[src/ascr_map.svh]
`ifndef ASCR_MAP_SVH
`define ASCR_MAP_SVH

// register offsets
`define ASCR_CHAN_SEL_LOW_ADDR     9'h004
`define ASCR_CHAN_SEL_HIGH_ADDR    9'h005
`define ASCR_TEST_ONE_LOW_ADDR     9'h019
`define ASCR_TEST_ONE_HIGH_ADDR    9'h01A
`define ASCR_TEST_TWO_LOW_ADDR     9'h01B
`define ASCR_TEST_TWO_HIGH_ADDR    9'h01C
`define ASCR_STREAM_CTRL_ADDR      9'h021
`define ASCR_CHAN_PWR_RST_ADDR     9'h022
`define ASCR_COMMIT_ADDR           9'h0FF
`define ASCR_RATE_LIMIT_ADDR       9'h100
`define ASCR_IO_CTRL_TWO_ADDR      9'h101
`define ASCR_IO_CTRL_THREE_ADDR    9'h102
`define ASCR_SYNC_CTRL_ADDR        9'h109

// writable bit masks; open bits are zero here
`define ASCR_CHAN_SEL_LOW_MASK     8'h0F
`define ASCR_CHAN_SEL_HIGH_MASK    8'h3F
`define ASCR_STREAM_CTRL_MASK      8'hFB
`define ASCR_CHAN_PWR_RST_MASK     8'h03
`define ASCR_RATE_LIMIT_MASK       8'h77
`define ASCR_IO_CTRL_TWO_MASK      8'h01
`define ASCR_IO_CTRL_THREE_MASK    8'h08
`define ASCR_SYNC_CTRL_MASK        8'h03

// reset values
`define ASCR_CHAN_SEL_LOW_RST      8'h0F
`define ASCR_CHAN_SEL_HIGH_RST     8'h3F
`define ASCR_STREAM_CTRL_RST       8'h41
`define ASCR_ZERO_RST              8'h00

// field positions
`define ASCR_COMMIT_BIT            0
`define ASCR_STREAM_LSB_FIRST_BIT  7
`define ASCR_STREAM_PLL_LOW_BIT    3
`define ASCR_LIMIT_ENABLE_BIT      6
`define ASCR_SDIO_PD_OFF_BIT       0
`define ASCR_CM_GEN_PD_BIT         3
`define ASCR_SYNC_ENABLE_BIT       0
`define ASCR_SYNC_NEXT_BIT         1
`define ASCR_PWR_DOWN_BIT          0
`define ASCR_OUT_RESET_BIT         1

`endif

[src/ascr_pkg.sv]
package ascr_pkg;
  typedef logic [8:0] ascr_addr_t;
  typedef logic [7:0] ascr_byte_t;
  typedef logic [1:0] ascr_local_t;
endpackage : ascr_pkg

[src/ascr_local_bank.sv]
`include "ascr_map.svh"

// per-channel local state: one two-bit entry per channel, written only where selected
module ascr_local_bank #(
  parameter int NUM_DATA = 8,
  parameter int NUM_CLK  = 2
) (
  input  wire logic                              clock,
  input  wire logic                              nrst,
  input  wire logic                              wr_en,
  input  wire logic [NUM_DATA+NUM_CLK-1:0]       sel,
  input  wire ascr_pkg::ascr_local_t             wr_data,
  output logic      [2*(NUM_DATA+NUM_CLK)-1:0]   state_ff
);
  localparam int NUM = NUM_DATA + NUM_CLK;

  logic [2*NUM-1:0] nxt_state;

  // clock channels only take the power-down bit, output reset stays zero there
  always_comb
  begin
    nxt_state = state_ff;
    for (int i = 0; i < NUM; i++)
    begin
      if (wr_en && sel[i])
      begin
        nxt_state[2*i+`ASCR_PWR_DOWN_BIT] = wr_data[`ASCR_PWR_DOWN_BIT];
        if (i < NUM_DATA)
        begin
          nxt_state[2*i+`ASCR_OUT_RESET_BIT] = wr_data[`ASCR_OUT_RESET_BIT];
        end
      end
    end
  end

  always_ff @(posedge clock)
  begin
    if (!nrst)
      state_ff <= '0;
    else
      state_ff <= nxt_state;
  end
endmodule : ascr_local_bank

[src/ascr_regs.sv]
// Function
// - global registers apply to all channels; local ones only to selected channels
// - bits 3:0 of both select registers pick the data channels for local writes
// - high select also picks clock channels, which take only power-down
// - all registers but the rate limit take effect on the write itself
// - writing one to commit bit 0 copies the rate limit into use
// - stream control: lsb-first, lane mode, pll low rate, bit count; reset 0x41
// - rate limit drives capability and resolution limits, never the sample rate
// - io control two bit 0 turns off the data pin pull-down
// - io control three bit 3 powers down the common-mode generator
`include "ascr_map.svh"

module ascr_regs (
  input  wire logic                 clock,
  input  wire logic                 nrst,
  input  wire logic                 reg_wr_en,
  input  wire logic                 reg_rd_en,
  input  wire ascr_pkg::ascr_addr_t reg_addr,
  input  wire ascr_pkg::ascr_byte_t reg_wr_data,
  output ascr_pkg::ascr_byte_t      reg_rd_data,
  output logic                      reg_rd_valid,
  output logic [15:0]               test_word_one,
  output logic [15:0]               test_word_two,
  output logic                      out_lsb_first,
  output logic [2:0]                out_lane_mode,
  output logic                      pll_low_encode_rate,
  output logic [1:0]                out_bit_count,
  output logic [7:0]                chan_power_down,
  output logic [7:0]                chan_output_reset,
  output logic [1:0]                clk_chan_power_down,
  output logic                      limit_enable,
  output logic [1:0]                limit_resolution,
  output logic [2:0]                limit_rate,
  output logic                      sdio_pulldown_off,
  output logic                      common_mode_voltage_generator_pd,
  output logic                      sync_enable,
  output logic                      sync_next_only
);
  localparam int NUM_DATA = 8;
  localparam int NUM_CLK  = 2;
  localparam int NUM      = NUM_DATA + NUM_CLK;

  // open bits are dropped at the write so they can never read back as one
  function automatic ascr_pkg::ascr_byte_t masked(input ascr_pkg::ascr_byte_t d,
                                                  input ascr_pkg::ascr_byte_t m);
    masked = d & m;
  endfunction : masked

  function automatic logic hit(input ascr_pkg::ascr_addr_t a, input ascr_pkg::ascr_addr_t b);
    hit = (a == b);
  endfunction : hit

  ascr_pkg::ascr_byte_t sel_low_ff, sel_high_ff, t1l_ff, t1h_ff, t2l_ff, t2h_ff;
  ascr_pkg::ascr_byte_t stream_ff, limit_shadow_ff, limit_live_ff, io2_ff, io3_ff, sync_ff;
  ascr_pkg::ascr_byte_t nxt_sel_low, nxt_sel_high, nxt_t1l, nxt_t1h, nxt_t2l, nxt_t2h;
  ascr_pkg::ascr_byte_t nxt_stream, nxt_limit_shadow, nxt_limit_live, nxt_io2, nxt_io3;
  ascr_pkg::ascr_byte_t nxt_sync;
  ascr_pkg::ascr_byte_t rd_data_ff, nxt_rd_data;
  logic                 rd_valid_ff, nxt_rd_valid;
  logic [NUM-1:0]       local_sel;
  logic [2*NUM-1:0]     local_state;
  logic                 local_wr;

  // global registers: written whatever the channel selection says
  always_comb
  begin
    nxt_sel_low      = sel_low_ff;
    nxt_sel_high     = sel_high_ff;
    nxt_t1l          = t1l_ff;
    nxt_t1h          = t1h_ff;
    nxt_t2l          = t2l_ff;
    nxt_t2h          = t2h_ff;
    nxt_stream       = stream_ff;
    nxt_limit_shadow = limit_shadow_ff;
    nxt_limit_live   = limit_live_ff;
    nxt_io2          = io2_ff;
    nxt_io3          = io3_ff;
    nxt_sync         = sync_ff;
    if (reg_wr_en)
    begin
      case (reg_addr)
        `ASCR_CHAN_SEL_LOW_ADDR:  nxt_sel_low  = masked(reg_wr_data, `ASCR_CHAN_SEL_LOW_MASK);
        `ASCR_CHAN_SEL_HIGH_ADDR: nxt_sel_high = masked(reg_wr_data, `ASCR_CHAN_SEL_HIGH_MASK);
        `ASCR_TEST_ONE_LOW_ADDR:  nxt_t1l      = reg_wr_data;
        `ASCR_TEST_ONE_HIGH_ADDR: nxt_t1h      = reg_wr_data;
        `ASCR_TEST_TWO_LOW_ADDR:  nxt_t2l      = reg_wr_data;
        `ASCR_TEST_TWO_HIGH_ADDR: nxt_t2h      = reg_wr_data;
        `ASCR_STREAM_CTRL_ADDR:
          nxt_stream = masked(reg_wr_data, `ASCR_STREAM_CTRL_MASK);
        `ASCR_RATE_LIMIT_ADDR:    nxt_limit_shadow = masked(reg_wr_data, `ASCR_RATE_LIMIT_MASK);
        `ASCR_IO_CTRL_TWO_ADDR:   nxt_io2      = masked(reg_wr_data, `ASCR_IO_CTRL_TWO_MASK);
        `ASCR_IO_CTRL_THREE_ADDR: nxt_io3      = masked(reg_wr_data, `ASCR_IO_CTRL_THREE_MASK);
        `ASCR_SYNC_CTRL_ADDR:     nxt_sync     = masked(reg_wr_data, `ASCR_SYNC_CTRL_MASK);
        `ASCR_COMMIT_ADDR:
        begin
          // the rate limit is only handed over here, held until then in the shadow
          if (reg_wr_data[`ASCR_COMMIT_BIT])
            nxt_limit_live = limit_shadow_ff;
        end
        default: ;
      endcase
    end
  end

  always_ff @(posedge clock)
  begin
    if (!nrst)
    begin
      sel_low_ff      <= `ASCR_CHAN_SEL_LOW_RST;
      sel_high_ff     <= `ASCR_CHAN_SEL_HIGH_RST;
      t1l_ff          <= `ASCR_ZERO_RST;
      t1h_ff          <= `ASCR_ZERO_RST;
      t2l_ff          <= `ASCR_ZERO_RST;
      t2h_ff          <= `ASCR_ZERO_RST;
      stream_ff       <= `ASCR_STREAM_CTRL_RST;
      limit_shadow_ff <= `ASCR_ZERO_RST;
      limit_live_ff   <= `ASCR_ZERO_RST;
      io2_ff          <= `ASCR_ZERO_RST;
      io3_ff          <= `ASCR_ZERO_RST;
      sync_ff         <= `ASCR_ZERO_RST;
    end
    else
    begin
      sel_low_ff      <= nxt_sel_low;
      sel_high_ff     <= nxt_sel_high;
      t1l_ff          <= nxt_t1l;
      t1h_ff          <= nxt_t1h;
      t2l_ff          <= nxt_t2l;
      t2h_ff          <= nxt_t2h;
      stream_ff       <= nxt_stream;
      limit_shadow_ff <= nxt_limit_shadow;
      limit_live_ff   <= nxt_limit_live;
      io2_ff          <= nxt_io2;
      io3_ff          <= nxt_io3;
      sync_ff         <= nxt_sync;
    end
  end

  // local channel state: low select covers data 0-3, high covers data 4-7 and clocks
  assign local_sel = {sel_high_ff[5:4], sel_high_ff[3:0], sel_low_ff[3:0]};
  assign local_wr  = reg_wr_en && hit(reg_addr, `ASCR_CHAN_PWR_RST_ADDR);

  ascr_local_bank #(
    .NUM_DATA (NUM_DATA),
    .NUM_CLK  (NUM_CLK)
  ) u_local (
    .clock    (clock),
    .nrst     (nrst),
    .wr_en    (local_wr),
    .sel      (local_sel),
    .wr_data  (reg_wr_data[1:0]),
    .state_ff (local_state)
  );

  // read path; the local register shows the lowest selected channel, commit reads zero
  always_comb
  begin
    nxt_rd_valid = reg_rd_en;
    nxt_rd_data  = rd_data_ff;
    if (reg_rd_en)
    begin
      nxt_rd_data = 8'h00;
      case (reg_addr)
        `ASCR_CHAN_SEL_LOW_ADDR:  nxt_rd_data = sel_low_ff;
        `ASCR_CHAN_SEL_HIGH_ADDR: nxt_rd_data = sel_high_ff;
        `ASCR_TEST_ONE_LOW_ADDR:  nxt_rd_data = t1l_ff;
        `ASCR_TEST_ONE_HIGH_ADDR: nxt_rd_data = t1h_ff;
        `ASCR_TEST_TWO_LOW_ADDR:  nxt_rd_data = t2l_ff;
        `ASCR_TEST_TWO_HIGH_ADDR: nxt_rd_data = t2h_ff;
        `ASCR_STREAM_CTRL_ADDR:   nxt_rd_data = stream_ff;
        `ASCR_RATE_LIMIT_ADDR:    nxt_rd_data = limit_shadow_ff;
        `ASCR_IO_CTRL_TWO_ADDR:   nxt_rd_data = io2_ff;
        `ASCR_IO_CTRL_THREE_ADDR: nxt_rd_data = io3_ff;
        `ASCR_SYNC_CTRL_ADDR:     nxt_rd_data = sync_ff;
        `ASCR_CHAN_PWR_RST_ADDR:
        begin
          for (int i = NUM - 1; i >= 0; i--)
          begin
            if (local_sel[i])
              nxt_rd_data = {6'h00, local_state[2*i +: 2]};
          end
        end
        default: nxt_rd_data = 8'h00;                                  // unmapped reads zero
      endcase
    end
  end

  always_ff @(posedge clock)
  begin
    if (!nrst)
    begin
      rd_data_ff  <= 8'h00;
      rd_valid_ff <= 1'b0;
    end
    else
    begin
      rd_data_ff  <= nxt_rd_data;
      rd_valid_ff <= nxt_rd_valid;
    end
  end

  // outputs are the register flops themselves
  assign reg_rd_data   = rd_data_ff;
  assign reg_rd_valid  = rd_valid_ff;
  assign test_word_one = {t1h_ff, t1l_ff};
  assign test_word_two = {t2h_ff, t2l_ff};
  assign out_lsb_first       = stream_ff[`ASCR_STREAM_LSB_FIRST_BIT];
  assign out_lane_mode       = stream_ff[6:4];
  assign pll_low_encode_rate = stream_ff[`ASCR_STREAM_PLL_LOW_BIT];
  assign out_bit_count       = stream_ff[1:0];

  for (genvar g = 0; g < NUM_DATA; g++)
  begin : g_data
    assign chan_power_down[g]   = local_state[2*g+`ASCR_PWR_DOWN_BIT];
    assign chan_output_reset[g] = local_state[2*g+`ASCR_OUT_RESET_BIT];
  end
  for (genvar g = 0; g < NUM_CLK; g++)
  begin : g_clk
    assign clk_chan_power_down[g] = local_state[2*(NUM_DATA+g)+`ASCR_PWR_DOWN_BIT];
  end

  // only the committed copy drives the limit outputs, reads show the shadow; it caps capability, the clock rate is untouched
  assign limit_enable     = limit_live_ff[`ASCR_LIMIT_ENABLE_BIT];
  assign limit_resolution = limit_live_ff[5:4];
  assign limit_rate       = limit_live_ff[2:0];
  assign sdio_pulldown_off                = io2_ff[`ASCR_SDIO_PD_OFF_BIT];
  assign common_mode_voltage_generator_pd = io3_ff[`ASCR_CM_GEN_PD_BIT];
  assign sync_enable    = sync_ff[`ASCR_SYNC_ENABLE_BIT];
  assign sync_next_only = sync_ff[`ASCR_SYNC_NEXT_BIT];
endmodule : ascr_regs

[config.mk]
export PLATFORM = sky130hd
export DESIGN_NAME = ascr_regs
export DESIGN_NICKNAME = d
export VERILOG_FILES = /design/src/ascr_pkg.sv /design/src/ascr_local_bank.sv /design/src/ascr_regs.sv
export VERILOG_INCLUDE_DIRS = /design/src
export SDC_FILE = /design/constraint.sdc
export NUM_CORES = 1
export LEC_CHECK = 0
export ABC_CLOCK_PERIOD_IN_PS = 4300
export BUFFER_PORTS_ARGS = -buffer_cell sky130_fd_sc_hd__buf_2
export CORE_UTILIZATION = 59
export CTS_CLUSTER_SIZE = 8
export DETAILED_ROUTE_END_ITERATION = 8
export GPL_TIMING_DRIVEN = 0
export PLACE_DENSITY = 0.85
export SYNTH_ARGS = -nofsm -noshare
export SYNTH_HDL_FRONTEND = slang
export SYNTH_SLANG_ARGS = --single-unit
[constraint.sdc]
create_clock -name clock -period 4.3 [get_ports clock]
set_clock_uncertainty 0.2 [all_clocks]
set_input_delay 0 -clock clock [delete_from_list [all_inputs] [get_ports clock]]
set_output_delay 0 -clock clock [all_outputs]
set_load 0.01 [all_outputs]
==> qor.yml <==
clock_tree:
  ctsHtreeMaxLevel: 3
  clk_latency_ps: 370
  cts.sinks: 92
  tritoncts: "yes"
  path_clk_slew_ps: 100
  numCtsBuffers: 9
  root_buffer: "clkbuf_8"
  clock_path_buffers: 2
synthesis:
  synth_fp_nets: 561
  synth-main-ff-cell: "dfxtp_1"
  yosysUniqueCellTypes: 52
  ys_seq_area_share_pct: 40.74
  async_flop_share_pct: 0
  syn_area_per_cell_um2: 8.371
  synth_edf_count: 0
  ys_seq_elements: 92
  yosys_warnings: 0
  synth_area_um2: 4521
  yosysTopAreaCell: "dfxtp_1"
  netlist_instances: 540
  synth_top_area_share_pct: 40.74
  synth_area_leaders: "dfxtp_1, a21boi_0, nand2_1, mux2i_1, nand3_1"
timing:
  tns_ps: 0
  fmax_mhz: 400.7
  tightest_slew_ps: 931.4
  grt_setup_unrepaired: "no"
  hold_viol_final: 0
  slew_headroom_pct: 37.25
  maxSlewViolCount: 0
  fin_crit_sh_pct: 58.04
  setup_viol: 0
  min_period_ps: 2496
global_route:
  grt_overflow: 0
  track_usage_pct: 36.42
  antenna_found_initial: 0
  grt_pass1_wl_um: 21440
  grt_max_degree: 18
  grt_pass1_vias: 4037
routing:
  drt.antenna.violating_nets: 0
  wl_per_cell_um: 19.13
  drcViolationCount: 0
  first_iter_violations: 605
  wl_um: 14460
  vias: 4785
  dr.pass1.iters: 5
  viasPerCell: 6.329
cells_and_area:
  nNetsFinal: 673
  layout_common_cells: "buf_2, nand2_1, dfxtp_1"
  regArea_um2: 1842
  final_common_cell: "buf_2"
  nFillCells: 562
  multi_input_area_um2: 2434
  instances_no_fill: 756
  area_delta_synth_final_pct: 19.24
  layout-drive-gt1-share_pct: 20.24
  n_antenna_cell: 0
die:
  die_area_um2: 8016
  core_um2: 7331
  start_util_pct: 61.67
  die_w_um: 89.53
  die_h_um: 89.53
  std_cell_rows: 31
  pin_count: 97
setup_path:
  cp.required_ps: 4390
  worstPathBufferInverterCount: 2
  crit_arrival_ps: 2590
  critPathLaunchType: "input pin"
  cp_slowest_cell: "nor3_1"
  cpPeakStageDelay_ps: 590
  worstSetupPathType: "in -> reg"
  critPathTopFamily: "simple AND/OR/NAND/NOR gates"
  path_cells: "dlygate4sd3_1 > buf_2 > nor3_1 > nand2_1 > nor2_1 > nand2_1 > a21boi_0"
  crit_fanout: 8
  path_common_cell: "nand2_1"
  worst_setup_path_end_kind: "flop"
placed_design:
  hpwl_um: 10190
  finalWeightedCongestion: 0.9706
  dp_cells: 728
  io_buffers: 89
min_path:
  hold_class: "in -> reg"
power:
  power_leakage_nw: 2.021
  powerDensity_nw_per_um2: 285.6
  irDropWorstVdd_v: 0.0001804
flow_run:
  cap_viol_max_count: 0
outcome:
  status: "complete, no violations"
-- kinds of logic after synthesis --
| group | count (synthesis) | synth area share (%) |
|---|---|---|
| xor+xnor | 1 | 0.1938 |
| simple gates | 223 | 25.63 |
| buf+inv | 58 | 5.425 |
| compound gates | 130 | 19.85 |
| flops | 92 | 40.74 |
| mux | 36 | 8.165 |
-- registers in the layout (all words and copies together), names as in the netlist, 6 cells and up --
signal,count
reg_rd_data,8
t1l_ff,8
u_local.state_ff,18
t2l_ff,8
limit_shadow_ff,6
t1h_ff,8
limit_live_ff,6
stream_ff,7
t2h_ff,8
sel_high_ff,6
-- area by class of cell --
type,instances,area share (%)
clock buffers,9,2.298
repair buffers,101,10.49
flip-flops and latches,92,34.17
plain buffers,49,3.923
clock inverters,7,1.045
inverters,9,0.6267
well taps,99,2.298
multi-input cells,390,45.15
-- where the power goes --
| group | internal [W] | switching (W) |
|---|---|---|
| sequential | 0.000853 | 0.000000696 |
| combinational | 0.0000391 | 0.0000813 |
| clock | 0.000220 | 0.000346 |
-- worst min-delay path, cell delays in order --
cell	delay, ps
buf_2	110
nand4_1	140
nor3_4	90
mux2i_1	150
nor2b_1	50
-- worst paths after layout --
path	startpoint	endpoint	slack [ps]	cells after the start
worst min register to register	reg_rd_data[5]	reg_rd_data[5]	270	2
worst max register to register	sel_high_ff[2]	reg_rd_data[1]	1920	6
worst max-delay path	reg_addr[7]	t2l_ff[1]	1800	7
worst min-delay path	reg_wr_data[0]	limit_live_ff[0]	10	5
-- stage by stage --
| stage | setup WS, ps | hold WS (ps) | power (W) | instance area, µm² | util [%] |
|---|---|---|---|---|---|
| CTS | 1922 | 15.31 | 0.001531 | 5390 | 73.53 |
| global route | 1572 | 35.10 | 0.001576 | 5390 | 73.53 |
| detailed placement | 2061 | 110.6 | 0.0009794 | 5090 | 69.43 |
| finish | 1804 | 12.84 | 0.001539 | 5390 | 73.53 |
| floorplan | 2416 | -71.54 | 0.0009351 | 4521 | - |
| global placement | 2101 | 100.3 | 0.0009783 | 5090 | 69.43 |
-- timing repair --
item	4_1_cts	5_1_grt
hold buffers	12	0
endpoints found under the hold margin	48	0
setup buffers	0	0
gates resized for setup	0	0
-- cells in the mapped netlist, types with 2 or more instances --
| master | instances |
|---|---|
| dfxtp_1 | 92 |
| nand2_1 | 92 |
| nand3_1 | 56 |
| a21boi_0 | 52 |
| clkbuf_1 | 34 |
| o21ai_0 | 30 |
| mux2i_1 | 29 |
| nor2b_1 | 23 |
| buf_2 | 13 |
| nor2_1 | 13 |
| a21oi_1 | 11 |
| inv_1 | 9 |
| nor3_1 | 8 |
| a221oi_1 | 7 |
| mux2_2 | 7 |
| a22oi_1 | 6 |
| nor3b_1 | 4 |
| a22o_1 | 3 |
| a31oi_1 | 3 |
| a32oi_1 | 3 |
| and3_1 | 3 |
| or4b_1 | 3 |
| a2111oi_0 | 2 |
| a211o_1 | 2 |
| a211oi_1 | 2 |
| nand3b_1 | 2 |
| nor3_4 | 2 |
| nor4_1 | 2 |
| nor4_4 | 2 |
| nor4b_1 | 2 |
| o22ai_1 | 2 |
-- per-layer routing --
layer | global-route usage (%) | part of all wire (%) | wire length [µm] | vias up
met1 | 49.83 | 41 | 5957 | 2248
met4 | 16.59 | 3.0 | 432 | 0
met5 | 0 | 0 | 0 | -
li1 | - | - | - | 2143
met2 | 54.61 | 45 | 6511 | 357
met3 | 8.495 | 11 | 1562 | 37
No activity file was read; power rests on OpenSTA's default activity.
